[config.mk]
export PLATFORM = sky130hd
export DESIGN_NAME = par_timer
export DESIGN_NICKNAME = d
export VERILOG_FILES = /design/src/logic/par_pkg.sv /design/src/logic/par_timer.sv
export SDC_FILE = /design/constraint.sdc
export NUM_CORES = 1
export LEC_CHECK = 0
export CAP_MARGIN = 40
export CELL_PAD_IN_SITES_DETAIL_PLACEMENT = 1
export CELL_PAD_IN_SITES_GLOBAL_PLACEMENT = 1
export CORE_UTILIZATION = 38
export DETAILED_ROUTE_END_ITERATION = 7
export DONT_BUFFER_PORTS = 1
export PLACE_DENSITY_LB_ADDON = 0.08
export SYNTH_ARGS = -nofsm -noshare
export SYNTH_HDL_FRONTEND = slang
export SYNTH_SLANG_ARGS = --single-unit
[constraint.sdc]
create_clock -name clk -period 5.4 [get_ports clk]
set_input_delay 0.54 -clock clk [delete_from_list [all_inputs] [get_ports clk]]
set_output_delay 0.54 -clock clk [all_outputs]
set_load 0.03 [all_outputs]
[src/logic/par_pkg.sv]
// Package for the auto-reload PWM timer: register offsets, field positions,
// reset values and counter clock codes.
// Assumes a byte-wide register port with 8-bit addresses.
package par_pkg;
  // Register offsets
  localparam logic [7:0] ADDR_DUTY3   = 8'h73;
  localparam logic [7:0] ADDR_DUTY2   = 8'h74;
  localparam logic [7:0] ADDR_DUTY1   = 8'h75;
  localparam logic [7:0] ADDR_DUTY0   = 8'h76;
  localparam logic [7:0] ADDR_WOC     = 8'h77;
  localparam logic [7:0] ADDR_TCS     = 8'h78;
  localparam logic [7:0] ADDR_LCA     = 8'h79;
  localparam logic [7:0] ADDR_RELOAD  = 8'h7a;
  localparam logic [7:0] ADDR_CCS     = 8'h7b;
  localparam logic [7:0] ADDR_CAP1    = 8'h7c;
  localparam logic [7:0] ADDR_CAP2    = 8'h7d;
  // Timer control/status field positions
  localparam int TCS_EXT_CLK   = 7;
  localparam int TCS_CC_LSB    = 4;
  localparam int TCS_RUN       = 3;
  localparam int TCS_FORCE     = 2;
  localparam int TCS_OVF_IE    = 1;
  localparam int TCS_ROLLOVER  = 0;
  // Capture control/status field positions
  localparam int CCS_EDGE_LSB  = 4;
  localparam int CCS_IE_LSB    = 2;
  localparam int CCS_FLAG_LSB  = 0;
  // Output control field positions
  localparam int WOC_OE_LSB    = 4;
  localparam int WOC_POL_LSB   = 0;
  // Reset values, counter top value and channel counts
  localparam logic [7:0] RESET_BYTE = 8'h00;
  localparam logic [6:0] RESET_PRESC = 7'h00;
  localparam logic [7:0] COUNT_TOP  = 8'hff;
  localparam int N_PWM = 4;
  localparam int N_CAP = 2;
  // Prescaler mode (state of the counter tick source)
  typedef enum logic [1:0] {
    PAR_SRC_CPU = 2'b01,
    PAR_SRC_EXT = 2'b10
  } par_src_t;
endpackage

[src/logic/par_timer.sv]
// Auto-reload 8-bit PWM timer with four PWM outputs and two input captures.
// Assumes a same-clock byte register port; pins and external clock are async.
//
// Notes on behaviour
// (RULE1) Counter readable, writable while counting
// (RULE2) Overflow reloads counter from reload register
// (RULE3) Overflow drives outputs to polarity level
// (RULE4) Reload sets period and duty resolution
// (RULE5) Upper nibble enables each output pin
// (RULE6) Lower nibble selects each channel polarity
// (RULE7) Polarity change inverts output immediately
// (RULE8) Duty register gives channel compare value
// (RULE9) Capture status top bits read zero
// (RULE10) Edge bit: zero falling, one rising
// (RULE11) Per-channel capture interrupt enable
// (RULE12) Capture flag cleared by reading capture data
// (RULE13) Capture data holds counter at capture
// (RULE14) All registers reset to zero; src_q resets to PAR_SRC_CPU
// (RULE15) Duty copied to compare at overflow
// (RULE16) Compare match restores pre-overflow level
// (RULE17) Counter write or forced reload clears prescaler
// (RULE18) Rollover flag set at FFh, read-cleared
// (RULE19) Capture request held while flag and enable
// (RULE20) Captures synchronised, one per counter tick
`timescale 1ns/1ns
module par_timer
  import par_pkg::*;
(
  input  wire logic             clk,
  input  wire logic             rst,
  input  wire logic             clk_en,
  input  wire logic [7:0]       reg_addr,
  input  wire logic [7:0]       reg_wdata,
  input  wire logic             reg_wr,
  input  wire logic             reg_rd,
  output logic      [7:0]       reg_rdata,
  input  wire logic             ext_clk_pin,
  input  wire logic [N_CAP-1:0] capture_input_pin,
  output logic      [N_PWM-1:0] wave_output_pin,
  output logic      [N_PWM-1:0] wave_output_oe_n,
  output logic                  rollover_irq,
  output logic      [N_CAP-1:0] capture_irq
);

  // Register state
  logic [7:0]       duty_q [N_PWM];
  logic [7:0]       duty_d [N_PWM];
  logic [7:0]       cmp_q  [N_PWM];
  logic [7:0]       cmp_d  [N_PWM];
  logic [7:0]       woc_q, woc_d;
  logic [7:0]       tcs_q, tcs_d;
  logic [7:0]       cnt_q, cnt_d;
  logic [7:0]       reload_q, reload_d;
  logic [5:0]       ccs_q, ccs_d;
  logic [7:0]       cap_q [N_CAP];
  logic [7:0]       cap_d [N_CAP];
  logic [6:0]       presc_q, presc_d;
  logic [N_PWM-1:0] raw_q, raw_d;
  logic [7:0]       rdata_q, rdata_d;
  logic [N_CAP-1:0] cap_pend_q, cap_pend_d;
  par_src_t         src_q, src_d;

  // Synchronisers for pins
  logic [N_CAP-1:0] cin_s1_q, cin_s2_q, cin_s3_q;
  logic             ext_s1_q, ext_s2_q, ext_s3_q;

  // Decoded strobes and tick
  logic             tick;
  logic             ovf;
  logic             base_tick;
  logic             ext_edge;
  logic [2:0]       cc_sel;
  logic [N_CAP-1:0] cap_edge;

  // Two-stage synchronisers plus a history stage for edges
  always_ff @(posedge clk or posedge rst) begin
    if (rst) begin
      cin_s1_q <= '0;
      cin_s2_q <= '0;
      cin_s3_q <= '0;
      ext_s1_q <= 1'b0;
      ext_s2_q <= 1'b0;
      ext_s3_q <= 1'b0;
    end else if (clk_en) begin
      cin_s1_q <= capture_input_pin;  // RULE20
      cin_s2_q <= cin_s1_q;
      cin_s3_q <= cin_s2_q;
      ext_s1_q <= ext_clk_pin;
      ext_s2_q <= ext_s1_q;
      ext_s3_q <= ext_s2_q;
    end
  end

  // Tick source and prescaler tap
  always_comb begin
    cc_sel    = tcs_q[TCS_CC_LSB +: 3];
    ext_edge  = ext_s2_q & ~ext_s3_q;
    src_d     = tcs_q[TCS_EXT_CLK] ? PAR_SRC_EXT : PAR_SRC_CPU;
    case (src_q)
      PAR_SRC_CPU: base_tick = 1'b1;
      PAR_SRC_EXT: base_tick = ext_edge;
      default:     base_tick = 1'b0;
    endcase
    if (cc_sel == 3'd0) begin
      tick = base_tick;
    end else begin
      tick = base_tick & (presc_q[cc_sel - 3'd1 +: 1] == 1'b1) &
             ((presc_q & ((7'h01 << cc_sel) - 7'h01) >> 1) == ((7'h01 << cc_sel) - 7'h01) >> 1);
    end
    tick = tick & tcs_q[TCS_RUN];
    ovf  = tick & (cnt_q == COUNT_TOP);
  end

  // Capture edges per channel, edge bit picks polarity
  genvar gi;
  generate
    for (gi = 0; gi < N_CAP; gi++) begin : g_edge
      assign cap_edge[gi] = ccs_q[CCS_EDGE_LSB + gi] ?
                            (cin_s2_q[gi] & ~cin_s3_q[gi]) :     // RULE10
                            (~cin_s2_q[gi] & cin_s3_q[gi]);
    end
  endgenerate

  // Next-state logic for counter, registers and outputs
  always_comb begin
    logic [N_PWM-1:0] pol_now;
    pol_now    = woc_q[WOC_POL_LSB +: N_PWM];
    woc_d      = woc_q;
    tcs_d      = tcs_q;
    cnt_d      = cnt_q;
    reload_d   = reload_q;
    ccs_d      = ccs_q;
    presc_d    = presc_q;
    raw_d      = raw_q;
    cap_pend_d = cap_pend_q;
    rdata_d    = RESET_BYTE;
    for (int i = 0; i < N_PWM; i++) begin
      duty_d[i] = duty_q[i];
      cmp_d[i]  = cmp_q[i];
    end
    for (int i = 0; i < N_CAP; i++) begin
      cap_d[i] = cap_q[i];
    end
    // Prescaler advances on each input tick while running
    if (tcs_q[TCS_RUN] && base_tick) begin
      presc_d = presc_q + 7'h01;
    end
    // Counter advance, overflow reload and waveform edges
    if (tick) begin
      if (ovf) begin
        cnt_d = reload_q;                                        // RULE2 RULE4
        for (int i = 0; i < N_PWM; i++) begin
          cmp_d[i] = duty_q[i];                                  // RULE15 RULE8
        end
        raw_d = '1;                                              // RULE3
      end else begin
        cnt_d = cnt_q + 8'h01;
      end
      for (int i = 0; i < N_PWM; i++) begin
        if (!ovf && cnt_q == cmp_q[i]) begin
          raw_d[i] = 1'b0;                                       // RULE16
        end
      end
    end
    // Captures: one per tick domain edge, held until next tick; edges ignored while flag set
    for (int i = 0; i < N_CAP; i++) begin
      if (cap_edge[i] && !ccs_q[CCS_FLAG_LSB + i]) begin
        cap_pend_d[i] = 1'b1;                                    // RULE20
      end
      if (cap_pend_q[i] && tick) begin
        cap_pend_d[i] = 1'b0;
        cap_d[i]      = cnt_q;                                   // RULE13
      end
    end
    // Register reads; rollover and capture flags clear on read
    if (reg_rd) begin
      case (reg_addr)
        ADDR_DUTY3:  rdata_d = duty_q[3];
        ADDR_DUTY2:  rdata_d = duty_q[2];
        ADDR_DUTY1:  rdata_d = duty_q[1];
        ADDR_DUTY0:  rdata_d = duty_q[0];
        ADDR_WOC:    rdata_d = woc_q;
        ADDR_TCS: begin
          rdata_d = tcs_q & ~(8'h01 << TCS_FORCE);
          tcs_d[TCS_ROLLOVER] = 1'b0;                            // RULE18
        end
        ADDR_LCA:    rdata_d = cnt_q;                            // RULE1
        ADDR_RELOAD: rdata_d = reload_q;
        ADDR_CCS:    rdata_d = {2'b00, ccs_q};                   // RULE9
        ADDR_CAP1: begin
          rdata_d = cap_q[0];
          ccs_d[CCS_FLAG_LSB] = 1'b0;                            // RULE12
        end
        ADDR_CAP2: begin
          rdata_d = cap_q[1];
          ccs_d[CCS_FLAG_LSB + 1] = 1'b0;                        // RULE12
        end
        default:     rdata_d = RESET_BYTE;
      endcase
    end
    // Register writes
    if (reg_wr) begin
      case (reg_addr)
        ADDR_DUTY3:  duty_d[3] = reg_wdata;
        ADDR_DUTY2:  duty_d[2] = reg_wdata;
        ADDR_DUTY1:  duty_d[1] = reg_wdata;
        ADDR_DUTY0:  duty_d[0] = reg_wdata;
        ADDR_WOC:    woc_d = reg_wdata;                          // RULE5 RULE6 RULE7
        ADDR_TCS: begin
          tcs_d[7:TCS_OVF_IE] = reg_wdata[7:TCS_OVF_IE];
          tcs_d[TCS_FORCE]    = 1'b0;
          if (reg_wdata[TCS_FORCE]) begin
            cnt_d   = reload_q;
            presc_d = RESET_PRESC;                               // RULE17
          end
        end
        ADDR_LCA: begin
          cnt_d   = reg_wdata;                                   // RULE1
          presc_d = RESET_PRESC;                                 // RULE17
        end
        ADDR_RELOAD: reload_d = reg_wdata;
        ADDR_CCS:    ccs_d[5:2] = reg_wdata[5:2];
        default:     ;
      endcase
    end
    // Hardware sets win over read clears
    if (ovf) begin
      tcs_d[TCS_ROLLOVER] = 1'b1;                                // RULE18
    end
    for (int i = 0; i < N_CAP; i++) begin
      if (cap_pend_q[i] && tick) begin
        ccs_d[CCS_FLAG_LSB + i] = 1'b1;                          // RULE12
      end
    end
  end

  // State registers, cleared by reset except src_q, which loads PAR_SRC_CPU
  always_ff @(posedge clk or posedge rst) begin
    if (rst) begin
      for (int i = 0; i < N_PWM; i++) begin
        duty_q[i] <= RESET_BYTE;                                 // RULE14
        cmp_q[i]  <= RESET_BYTE;
      end
      for (int i = 0; i < N_CAP; i++) begin
        cap_q[i] <= RESET_BYTE;
      end
      woc_q      <= RESET_BYTE;
      tcs_q      <= RESET_BYTE;
      cnt_q      <= RESET_BYTE;
      reload_q   <= RESET_BYTE;
      ccs_q      <= 6'h00;
      presc_q    <= RESET_PRESC;
      raw_q      <= '0;
      rdata_q    <= RESET_BYTE;
      cap_pend_q <= '0;
      src_q      <= PAR_SRC_CPU;
    end else if (clk_en) begin
      for (int i = 0; i < N_PWM; i++) begin
        duty_q[i] <= duty_d[i];
        cmp_q[i]  <= cmp_d[i];
      end
      for (int i = 0; i < N_CAP; i++) begin
        cap_q[i] <= cap_d[i];
      end
      woc_q      <= woc_d;
      tcs_q      <= tcs_d;
      cnt_q      <= cnt_d;
      reload_q   <= reload_d;
      ccs_q      <= ccs_d;
      presc_q    <= presc_d;
      raw_q      <= raw_d;
      rdata_q    <= rdata_d;
      cap_pend_q <= cap_pend_d;
      src_q      <= src_d;
    end
  end

  // Pin outputs: polarity applied live, enable per channel
  always_comb begin
    reg_rdata = rdata_q;
    for (int i = 0; i < N_PWM; i++) begin
      wave_output_pin[i]  = raw_q[i] ^ woc_q[WOC_POL_LSB + i];    // RULE6 RULE7
      wave_output_oe_n[i] = ~woc_q[WOC_OE_LSB + i];               // RULE5
    end
    rollover_irq = tcs_q[TCS_ROLLOVER] & tcs_q[TCS_OVF_IE];
    for (int i = 0; i < N_CAP; i++) begin
      capture_irq[i] = ccs_q[CCS_FLAG_LSB + i] & ccs_q[CCS_IE_LSB + i]; // RULE11 RULE19
    end
  end

endmodule

# Word-level counts from Yosys, hierarchy flattened
# Index checks and enable logic that the tools add are counted.
# op_classes
add_sub_neg	4
eq_ne	19
shifts	2
muxes	33
n_bitwise	26
reduce_logical	45
# op_table
operator	n
8-bit by 7-bit equality test with 1-bit output (second input constant)	11
8-bit one-hot mux with 11 select lines	1
3-bit AND reduction	16
8-bit 2-to-1 mux	5
8-bit equality test	4
2-bit nonzero test	12
7-bit 2-to-1 mux	3
1-bit 2-to-1 mux	18
8-bit one-hot mux with 2 select lines	1
7-bit one-hot mux with 2 select lines	1
1-bit AND	12
1-bit logical AND	9
1-bit inverter	9
8-bit by 1-bit adder with 8-bit output (second input constant)	1
8-bit equality test (second input constant)	1
2-bit AND reduction	4
7-bit by 1-bit adder with 7-bit output (second input constant)	1
7-bit by 6-bit AND with 7-bit output	1
7-bit by 6-bit equality test with 1-bit output	1
7-bit by 4-bit variable part select with 1-bit output	1
1-bit by 3-bit << shifter with 7-bit output (first input constant)	1
7-bit by 1-bit subtractor with 7-bit output (second input constant)	1
2-bit 2-to-1 mux	2
4-bit 2-to-1 mux	1
other kinds (7)	12
# totals
register_bits	149
input_bits	24
output_inout_bits	19

# Longest topological paths before layout
# Gate-level depths: netlist of run 1.
# logic_depth
word_depth	13
ltp_mapped	14

# Worst setup path before layout of run 1
# No wires, ideal clock.
# synth_timing
path_type	flip-flop to flip-flop
startpoint	register tcs_q[4]
endpoint	register cmp_q[12] (netlist bit)
setup_time_ns	0.125
arrival_time_ns	3.373
required_ns	5.275
slack_ns	1.902
stages_incl_launch_ff	15
period_less_slack_ns	3.498
cell_sequence	dfrtp_1 -> inv_1 -> ha_1 -> clkbuf_1 -> nand2_1 -> ha_1 -> o21bai_1 -> a22oi_1 -> a221o_1 -> o41a_1 -> buf_2 -> nor3_4 -> nand2_4 -> buf_6 -> mux2_4
# synth_between
elab_chain_cells	9
elab_cells_between_ends	13
cone_classes	add/sub: 2; eq/ne: 1; shift: 2; mux: 1; bitwise: 5; reduce/logical: 2
# synth_lines
item	line	text
from (decl)	par_timer.sv:51	logic [7:0] tcs_q, tcs_d;
from (signal assigned)	par_timer.sv:266	tcs_q <= tcs_d;
1-bit by 3-bit << shifter with 7-bit output	par_timer.sv:108	((presc_q & ((7'h01 << cc_sel) - 7'h01) >> 1) == ((7'h01 << cc_sel) - 7'h01) >> 1);
7-bit by 1-bit subtractor with 7-bit output	par_timer.sv:108	
7-bit by 6-bit AND with 7-bit output	par_timer.sv:108	
7-bit by 6-bit equality test with 1-bit output	par_timer.sv:108	
1-bit AND	par_timer.sv:107	tick = base_tick & (presc_q[cc_sel - 3'd1 +: 1] == 1'b1) &
1-bit 2-to-1 mux *	par_timer.sv:104	if (cc_sel == 3'd0) begin
1-bit AND *	par_timer.sv:110	tick = tick & tcs_q[TCS_RUN];
1-bit AND	par_timer.sv:111	ovf = tick & (cnt_q == COUNT_TOP);
3-bit AND reduction (no source line) *	-	
to (signal, indexed assignment)	par_timer.sv:260	cmp_q[i] <= cmp_d[i];
to (decl)	par_timer.sv:48	logic [7:0] cmp_q [N_PWM];
# Every way passes the cells marked *; elsewhere a longest branch is shown, timed or not.
# A chain may end at the register's enable or synchronous reset.

# Final worst setup path of run 1
# layout_timing
startpoint	register tcs_q[4]
endpoint	register cmp_q[15] (netlist bit)
# The elaborated chain is that of the path after synthesis.

==> run metrics, run 1 <==
chip width roughly 140 um; GRT overflow 0; Finish-stage setup viols 0; Post-synth ARST share 1.00; number of synthesized flops with an enable pin 0; Layout Cells excl Fill between 900 and 1000; Yosys top cell by area dfrtp_1; DP Wirelength 17400 um; CP Launch Type flip-flop; Die ar. 20800 um^2; Area contributors post-synth dfrtp_1 48%, mux2_2 14%, xnor2_1 4.1%; Mapped Nets 701; initial DRC count roughly 420; Clock transition at path regs ~0.070 ns; CP Capture Type flip-flop; setup_tns 0 ns; Num CTS Buffers 17; routed vias/inst ~6; Tcrit/Tclk final 0.770; vias in the first global route 6030; final slew viol count 0; WL final approximately 25000 um; layout cells sized above 1 0.250; Pleak 0.00402 uW; Worst EP arrival around 4.5 ns; filler cell count around 2100; Antenna Cells 0; relative slew slack 0.386; pre-CTS WS about 1.3 ns; wire length per cell 26.2 um; Final Critical Period 4.16 ns; flops & latches, synth around 150; boundary pin count between 40 and 50; Gate Count Post-Synth 667; Final Net Count slightly above 700; fmax between 200 and 250 MHz; # Max-Cap Violations 0; Netlist cell types 67; clock root buffer clkbuf_16; clock latency on the worst-skew pair ~0.44 ns; crit-path cells inv_1 -> ha_1 -> nand2_1 -> ha_1 -> o21bai_1 -> a22oi_1 -> a221o_1 -> o41ai_2 -> nand2_1 -> nor2_4 -> mux2_2; RSZ-0062 raised after global routing false; Crit path largest cell delay around 0.57 ns; CTS-repair resized insts 0; Post-Syn Area roughly 7700 um^2; delay-heaviest family, CP compound AO/OA/AOI/OAI gates; first-pass iteration count of the detailed router 5; required time worst endpoint around 5.7 ns; clk buf depth 2; syn avg cell area ~11 um^2; DRC violations left 0; Placed Cells incl. Taps a little over 900; Main synth FF type dfrtp_1; number of core rows 51; Hold Crit Class primary input to flip-flop; Worst Max-Slew Pin Slew 0.913 ns; Area growth, synth to finish 12.6%; Starting Density 0.390; core area a little under 20000 um^2; maximum number of pins on one net before global-route repair 83; Sink Count about 150; power per cell area 298 nW/um^2; Final Util 0.439; WP buf/inv 1; slowest CP cell o41ai_2; TritonCTS clock tree yes; critical path class flip-flop to flip-flop; critical path fanouts, max 10; Via Count approximately 5600; Yosys warnings 0; IO buf count 0; initial antenna violation count 0; Routed Antenna Nets 0; GRT Overall Usage 0.259; final hold vios 0; post-synth top area share 0.483; first-pass GRT wire length 38100 um; Die Y 144 um; Max H-tree Level 4; register area share after synthesis 0.486; Peak VDD IR approximately 0.00019 V; GP Congestion between 0.8 and 0.9; status finished clean; crit path setup slack, layout approximately 1.2 ns; Layout Skew just under 0.02 ns
final timing paths:
check,start,endpoint,slack (ns),depth (start not counted)
max in group asynchronous,rst,cmp_q[16]$_DFFE_PP0P_,3.89,3
setup reg to reg,tcs_q[4]$_DFFE_PP0P_,cmp_q[15]$_DFFE_PP0P_,1.24,11
hold / removal,clk_en,cnt_q[2]$_DFFE_PP0P_,0.21,1
hold reg to reg,ext_s3_q$_DFFE_PP0P_,ext_s3_q$_DFFE_PP0P_,0.50,1
min in group asynchronous,rst,duty_q[7]$_DFFE_PP0P_,0.50,2
setup / recovery,tcs_q[4]$_DFFE_PP0P_,cmp_q[15]$_DFFE_PP0P_,1.24,11
cell usage after synthesis (3+ instances only):
library cell	number
o31a_1	3
clkbuf_1	27
ha_1	10
mux2_2	92
nor4_1	5
nand2_1	50
xor2_1	7
and2_1	6
inv_1	15
o31ai_1	6
a221oi_1	14
a31oi_1	12
and4_1	3
nor2b_1	3
and3_1	8
a21o_1	10
nand4_1	11
a21oi_1	14
nor3_1	12
nand4b_1	3
xnor2_1	36
a22o_1	6
nor2_1	33
dfrtp_1	148
o21bai_1	3
nand3_1	10
mux2i_1	13
mux2_4	15
nand2b_1	7
o21ai_0	22
a222oi_1	10
area by class of cell:
type | instances | area, um^2 | area share
Tap cell | 265 | 332 | 0.0384
Inverter | 17 | 68.8 | 0.00797
Timing Repair Buffer | 17 | 161 | 0.0187
Multi-Input combinational cell | 469 | 3750 | 0.434
Sequential cell | 149 | 3730 | 0.432
Clock inverter | 15 | 168 | 0.0194
Clock buffer | 17 | 425 | 0.0493
registers in the layout, indices dropped and copies added (netlist names), 4 cells and up:
name       count
reload_q       8
duty_q        32
raw_q          4
ccs_q          6
cmp_q         32
presc_q        7
cnt_q          8
reg_rdata      8
cap_q         16
tcs_q          7
woc_q          8
layer usage:
layer  share of wire  GRT usage
met4           0.019     0.0868
met2            0.47      0.411
met5               0          0
met1            0.46      0.352
met3           0.051     0.0517
logic make-up (layout without fill, tap and decap cells):
kind of cell / count (synthesis) / in the layout / synth area share
adders and majority gates: 10 / 10 / 0.0163
and+or+nand+nor: 167 / 167 / 0.112
xor gates and xnor gates: 43 / 43 / 0.0491
DFF: 149 / 149 / 0.486
AOI/OAI and AO/OA: 127 / 127 / 0.123
buffers and inverters: 49 / 66 / 0.0261
muxes: 122 / 122 / 0.187
cell usage in the layout (no fill, tap or decap), types with 12 or more instances in the layout:
cell / n
dfrtp_1: 148
mux2_2: 92
nand2_1: 50
xnor2_1: 36
nor2_1: 33
o21ai_0: 22
clkbuf_16: 17
mux2_4: 15
inv_1: 14
a21oi_1: 14
a221oi_1: 14
mux2i_1: 13
buf_4: 13
a31oi_1: 12
what timing repair did:
action                     4_1_cts  5_1_grt
setup endpoints to repair        0        0
hold buffers                     1        0
buffers inserted                 0        0
hold endpoints to repair         8        0
per-stage QoR:
stage          area (um^2)  hold slack (ns)  power, uW
3_3_place_gp          7960            0.484       1370
4_1_cts               8640            0.198       2600
5_1_grt               8640            0.210       2660
2_1_floorplan         7670            0.428       1320
3_5_place_dp          8030            0.321       1380
6_report              8640            0.214       2570
power breakdown:
part	internal [uW]	switching, uW	total, uW
Clock	692	524	1220
Sequential	1150	41.0	1190
Combinational	65.3	95.4	161
Total	1910	661	2570
Note: power is estimated with default switching activity, not from simulation.
==> run 2, diff against run 1 <==
--- a/config.mk
+++ b/config.mk
@@ -5,6 +5,7 @@
 export SDC_FILE = /design/constraint.sdc
 export NUM_CORES = 1
 export LEC_CHECK = 0
+export ABC_AREA = 1
 export CAP_MARGIN = 40
 export CELL_PAD_IN_SITES_DETAIL_PLACEMENT = 1
 export CELL_PAD_IN_SITES_GLOBAL_PLACEMENT = 1
==> constraint.sdc (replaced) <==
create_clock -name clk -period 3.6 [get_ports clk]
set_input_delay 0.36 -clock clk [delete_from_list [all_inputs] [get_ports clk]]
set_output_delay 0.36 -clock clk [all_outputs]
set_load 0.03 [all_outputs]
==> run metrics, run 2 <==
Worst R2R Start tcs_q[4]$_DFFE_PP0P_; Clock transition at path regs 0.07 ns (about the same); initial antenna violation count 0 (unchanged); Starting Density 0.387 (-0.00359); fmax 306 MHz (+27%); Layout Skew 0.0140 ns (-0.00550 ns); Num CTS Buffers 17 (unchanged); status finished clean; WL met1 12100 um (+6.7%); syn avg cell area 8.05 um^2 (-30%); Worst Max-Slew Pin Slew 0.873 ns (-0.0397 ns); setup_tns 0 ns (unchanged); Die Y 145 um (+0.99%); Area contributors post-synth dfrtp_1 47%, nand2_1 12%, o21ai_0 8.1%; Peak VDD IR 0.000327 V (+76%); RSZ-0062 raised after global routing false; TritonCTS clock tree yes; maximum number of pins on one net before global-route repair 150 (+81%); crit-path cells inv_2 -> ha_1 -> nand2_2 -> ha_1 -> inv_1 -> nand2_1 -> nand3_1 -> nand2_1 -> nor2_1 -> nand3_1 -> o21ai_4 -> nand2_4 -> nor2_8 -> nand2_8 -> mux2_4; Routed Antenna Nets 0 (unchanged); register area share after synthesis 0.477 (-0.00957); flops & latches, synth 149 (unchanged); DRC violations left 0 (unchanged); critical path fanouts, max 52 (+42); reg2reg path depth 15 (+4); clk buf depth 2 (unchanged); register share of total power 0.435 (-0.029); Pleak 0.00427 uW (+6.2%); IO buf count 0 (unchanged); GP Congestion 0.874 (+0.45%); Mapped Nets 1006 (+44%); Final Critical Period 3.27 ns (-0.894 ns); fin area 8770 um^2 (+1.6%); clock root buffer clkbuf_16; critical path class flip-flop to flip-flop; WP buf/inv 2 (+1); Post-Syn Area 7820 um^2 (+2.0%); top flop regs cmp_q (32), duty_q (32), cap_q (16); Hold Crit Class primary input to async pin; core area 20200 um^2 (+3.0%); Tcrit/Tclk final 0.907 (+0.137); Gate Count Post-Synth 972 (+46%); P_int 2940 uW (+54%); Sink Count 149 (unchanged); CP Capture Type flip-flop; boundary pin count 43 (unchanged); routed vias/inst 5.24 (-11%); Max H-tree Level 4 (unchanged); Worst EP arrival 3.58 ns (-0.89 ns); number of core rows 52 (+2.0%); Die ar. 21200 um^2 (+2.0%); Final Net Count 1010 (+43%); metal3 WL 1190 um (-6.4%); Yosys top cell by area dfrtp_1; slowest CP cell dfrtp_1; Netlist cell types 42 (-37%); clock latency on the worst-skew pair 0.44 ns (about the same); most frequent cells in the layout 251 x nand2_1, 148 x dfrtp_1, 126 x o21ai_0; Clock Power Share 0.444 (-0.029); Area growth, synth to finish 12.1%; relative slew slack 0.418 (+0.0315); Tot Pwr 4190 uW (+63%); CP Launch Type flip-flop; DP Wirelength 19100 um (+10%); Main synth FF type dfrtp_1; Via Count 6593 (+18%); final slew viol count 0 (unchanged); wire length per cell 21.3 um (-19%); r2r setup slk 0.33 ns (-0.91 ns); GRT Overall Usage 0.269 (+0.00983); top sig layer met4; GRT overflow 0 (unchanged); FF-to-FF End cmp_q[17]$_DFFE_PP0P_; Post-synth ARST share 1.00 (unchanged); chip width 145 um (+0.99%); number of synthesized flops with an enable pin 0 (unchanged); commonest non-fill, non-tap cell in the layout nand2_1; delay-heaviest family, CP simple AND/OR/NAND/NOR gates; Yosys warnings 0 (unchanged); WL final 26900 um (+8.0%); Area after DPL 8160 um^2 (+1.6%); first-pass GRT wire length 42000 um (+10%); final hold vios 0 (unchanged); WHS 0.00645 ns (-0.208 ns); most common cell in the synthesized netlist nand2_1; met2 WL 12800 um (+8.6%); Antenna Cells 0 (unchanged); initial DRC count 416 (-1.7%); layout cells sized above 1 0.0920 (-0.158); most instantiated cells after synthesis 251 x nand2_1, 148 x dfrtp_1, 126 x o21ai_0, 110 x inv_1, 82 x nor2_1; Switch Pwr 1250 uW (+89%); Finish-stage setup viols 0 (unchanged); post-synth top area share 0.473 (-0.00950); power per cell area 478 nW/um^2 (+61%); first-pass iteration count of the detailed router 5 (unchanged); vias in the first global route 6972 (+16%); Crit path largest cell delay 0.47 ns (-0.10 ns); # Max-Cap Violations 0 (unchanged); Sw Ratio 0.298 (+0.0414); combinational share of power 0.121 (+0.058); required time worst endpoint 3.91 ns (-1.80 ns)
==> run 2: cell types whose count changed after synthesis, moves of 11 or more <==
cell	change
nand2_1	+201
nand3_1	+44
mux2_2	-90
xnor2_1	-36
nor2_1	+49
xor2_1	+19
inv_1	+95
mux2i_1	-13
a31oi_1	-11
o21ai_0	+104
==> run 2: cell type report <==
class	instances	area (um^2)
timing repair buffer	20	165
sequential	149	3730
clock inverter	14	161
inverter	115	438
clock buffer	18	429
fill	2460	11500
tap	270	338
multi-input combinational	673	3510
==> run 2: what timing repair did <==
action                     CTS  global route
setup endpoints to repair    0            18
hold buffers                 1             0
resized for setup            0             1
hold endpoints to repair     1             0
setup buffers                0             0
==> run 2: power groups by stage <==
| stage | Sequential, uW | Clock, uW | Combinational [uW] |
|---|---|---|---|
| 3_5_place_dp | 1850 | 0 | 505 |
| 2_1_floorplan | 1820 | 0 | 347 |
| 4_1_cts | 1820 | 1890 | 509 |
| 3_3_place_gp | 1850 | 0 | 497 |
| 5_1_grt | 1830 | 1950 | 568 |
| 6_report | 1820 | 1860 | 506 |
==> run 2: logic make-up (layout without fill, tap and decap cells) <==
kind of cell	Yosys count	count (layout)	synth area share
mux	16	16	0.0297
fa+ha+maj	10	10	0.0160
compound gates	192	192	0.142
buf+inv	150	167	0.0756
simple gates	429	429	0.231
xor+xnor	26	26	0.0291
flops	149	149	0.477
==> run 2: through the flow <==
step           cells  setup WS, ns  utilization
2_1_floorplan    972         0.907            -
3_3_place_gp    1226         0.369        0.403
3_5_place_dp    1226         0.221        0.403
4_1_cts         1259         0.189        0.433
5_1_grt         1259        0.0887        0.434
6_report        1259         0.333        0.434
==> run 2: worst register-to-register path, stage by stage (launching register included) <==
cell	delay [ns]
dfrtp_1	0.47
inv_2	0.17
ha_1	0.22
nand2_2	0.13
ha_1	0.27
inv_1	0.09
nand2_1	0.05
nand3_1	0.07
nand2_1	0.06
nor2_1	0.14
nand3_1	0.14
o21ai_4	0.31
nand2_4	0.17
nor2_8	0.21
nand2_8	0.24
mux2_4	0.42
==> run 2: per-layer routing <==
layer  global-route usage  vias to the layer above
met3               0.0476                       38
met5                    0                        -
met4               0.0989                        0
li1                     -                     3183
met1                0.358                     3261
met2                0.438                      111
==> run 2: worst max path at each step <==
stage,start,to,slack (ns),cells past startpoint
final,tcs_q[4]$_DFFE_PP0P_,cmp_q[17]$_DFFE_PP0P_,0.33,15
after global routing,tcs_q[4]$_DFFE_PP0P_,cmp_q[13]$_DFFE_PP0P_,0.09,15
after CTS,tcs_q[4]$_DFFE_PP0P_,cmp_q[13]$_DFFE_PP0P_,0.19,15
after detailed placement,tcs_q[4]$_DFFE_PP0P_,cmp_q[14]$_DFFE_PP0P_,0.22,15
after global placement,tcs_q[4]$_DFFE_PP0P_,cmp_q[17]$_DFFE_PP0P_,0.37,16
after floorplan,tcs_q[4]$_DFFE_PP0P_,cmp_q[10]$_DFFE_PP0P_,0.91,17
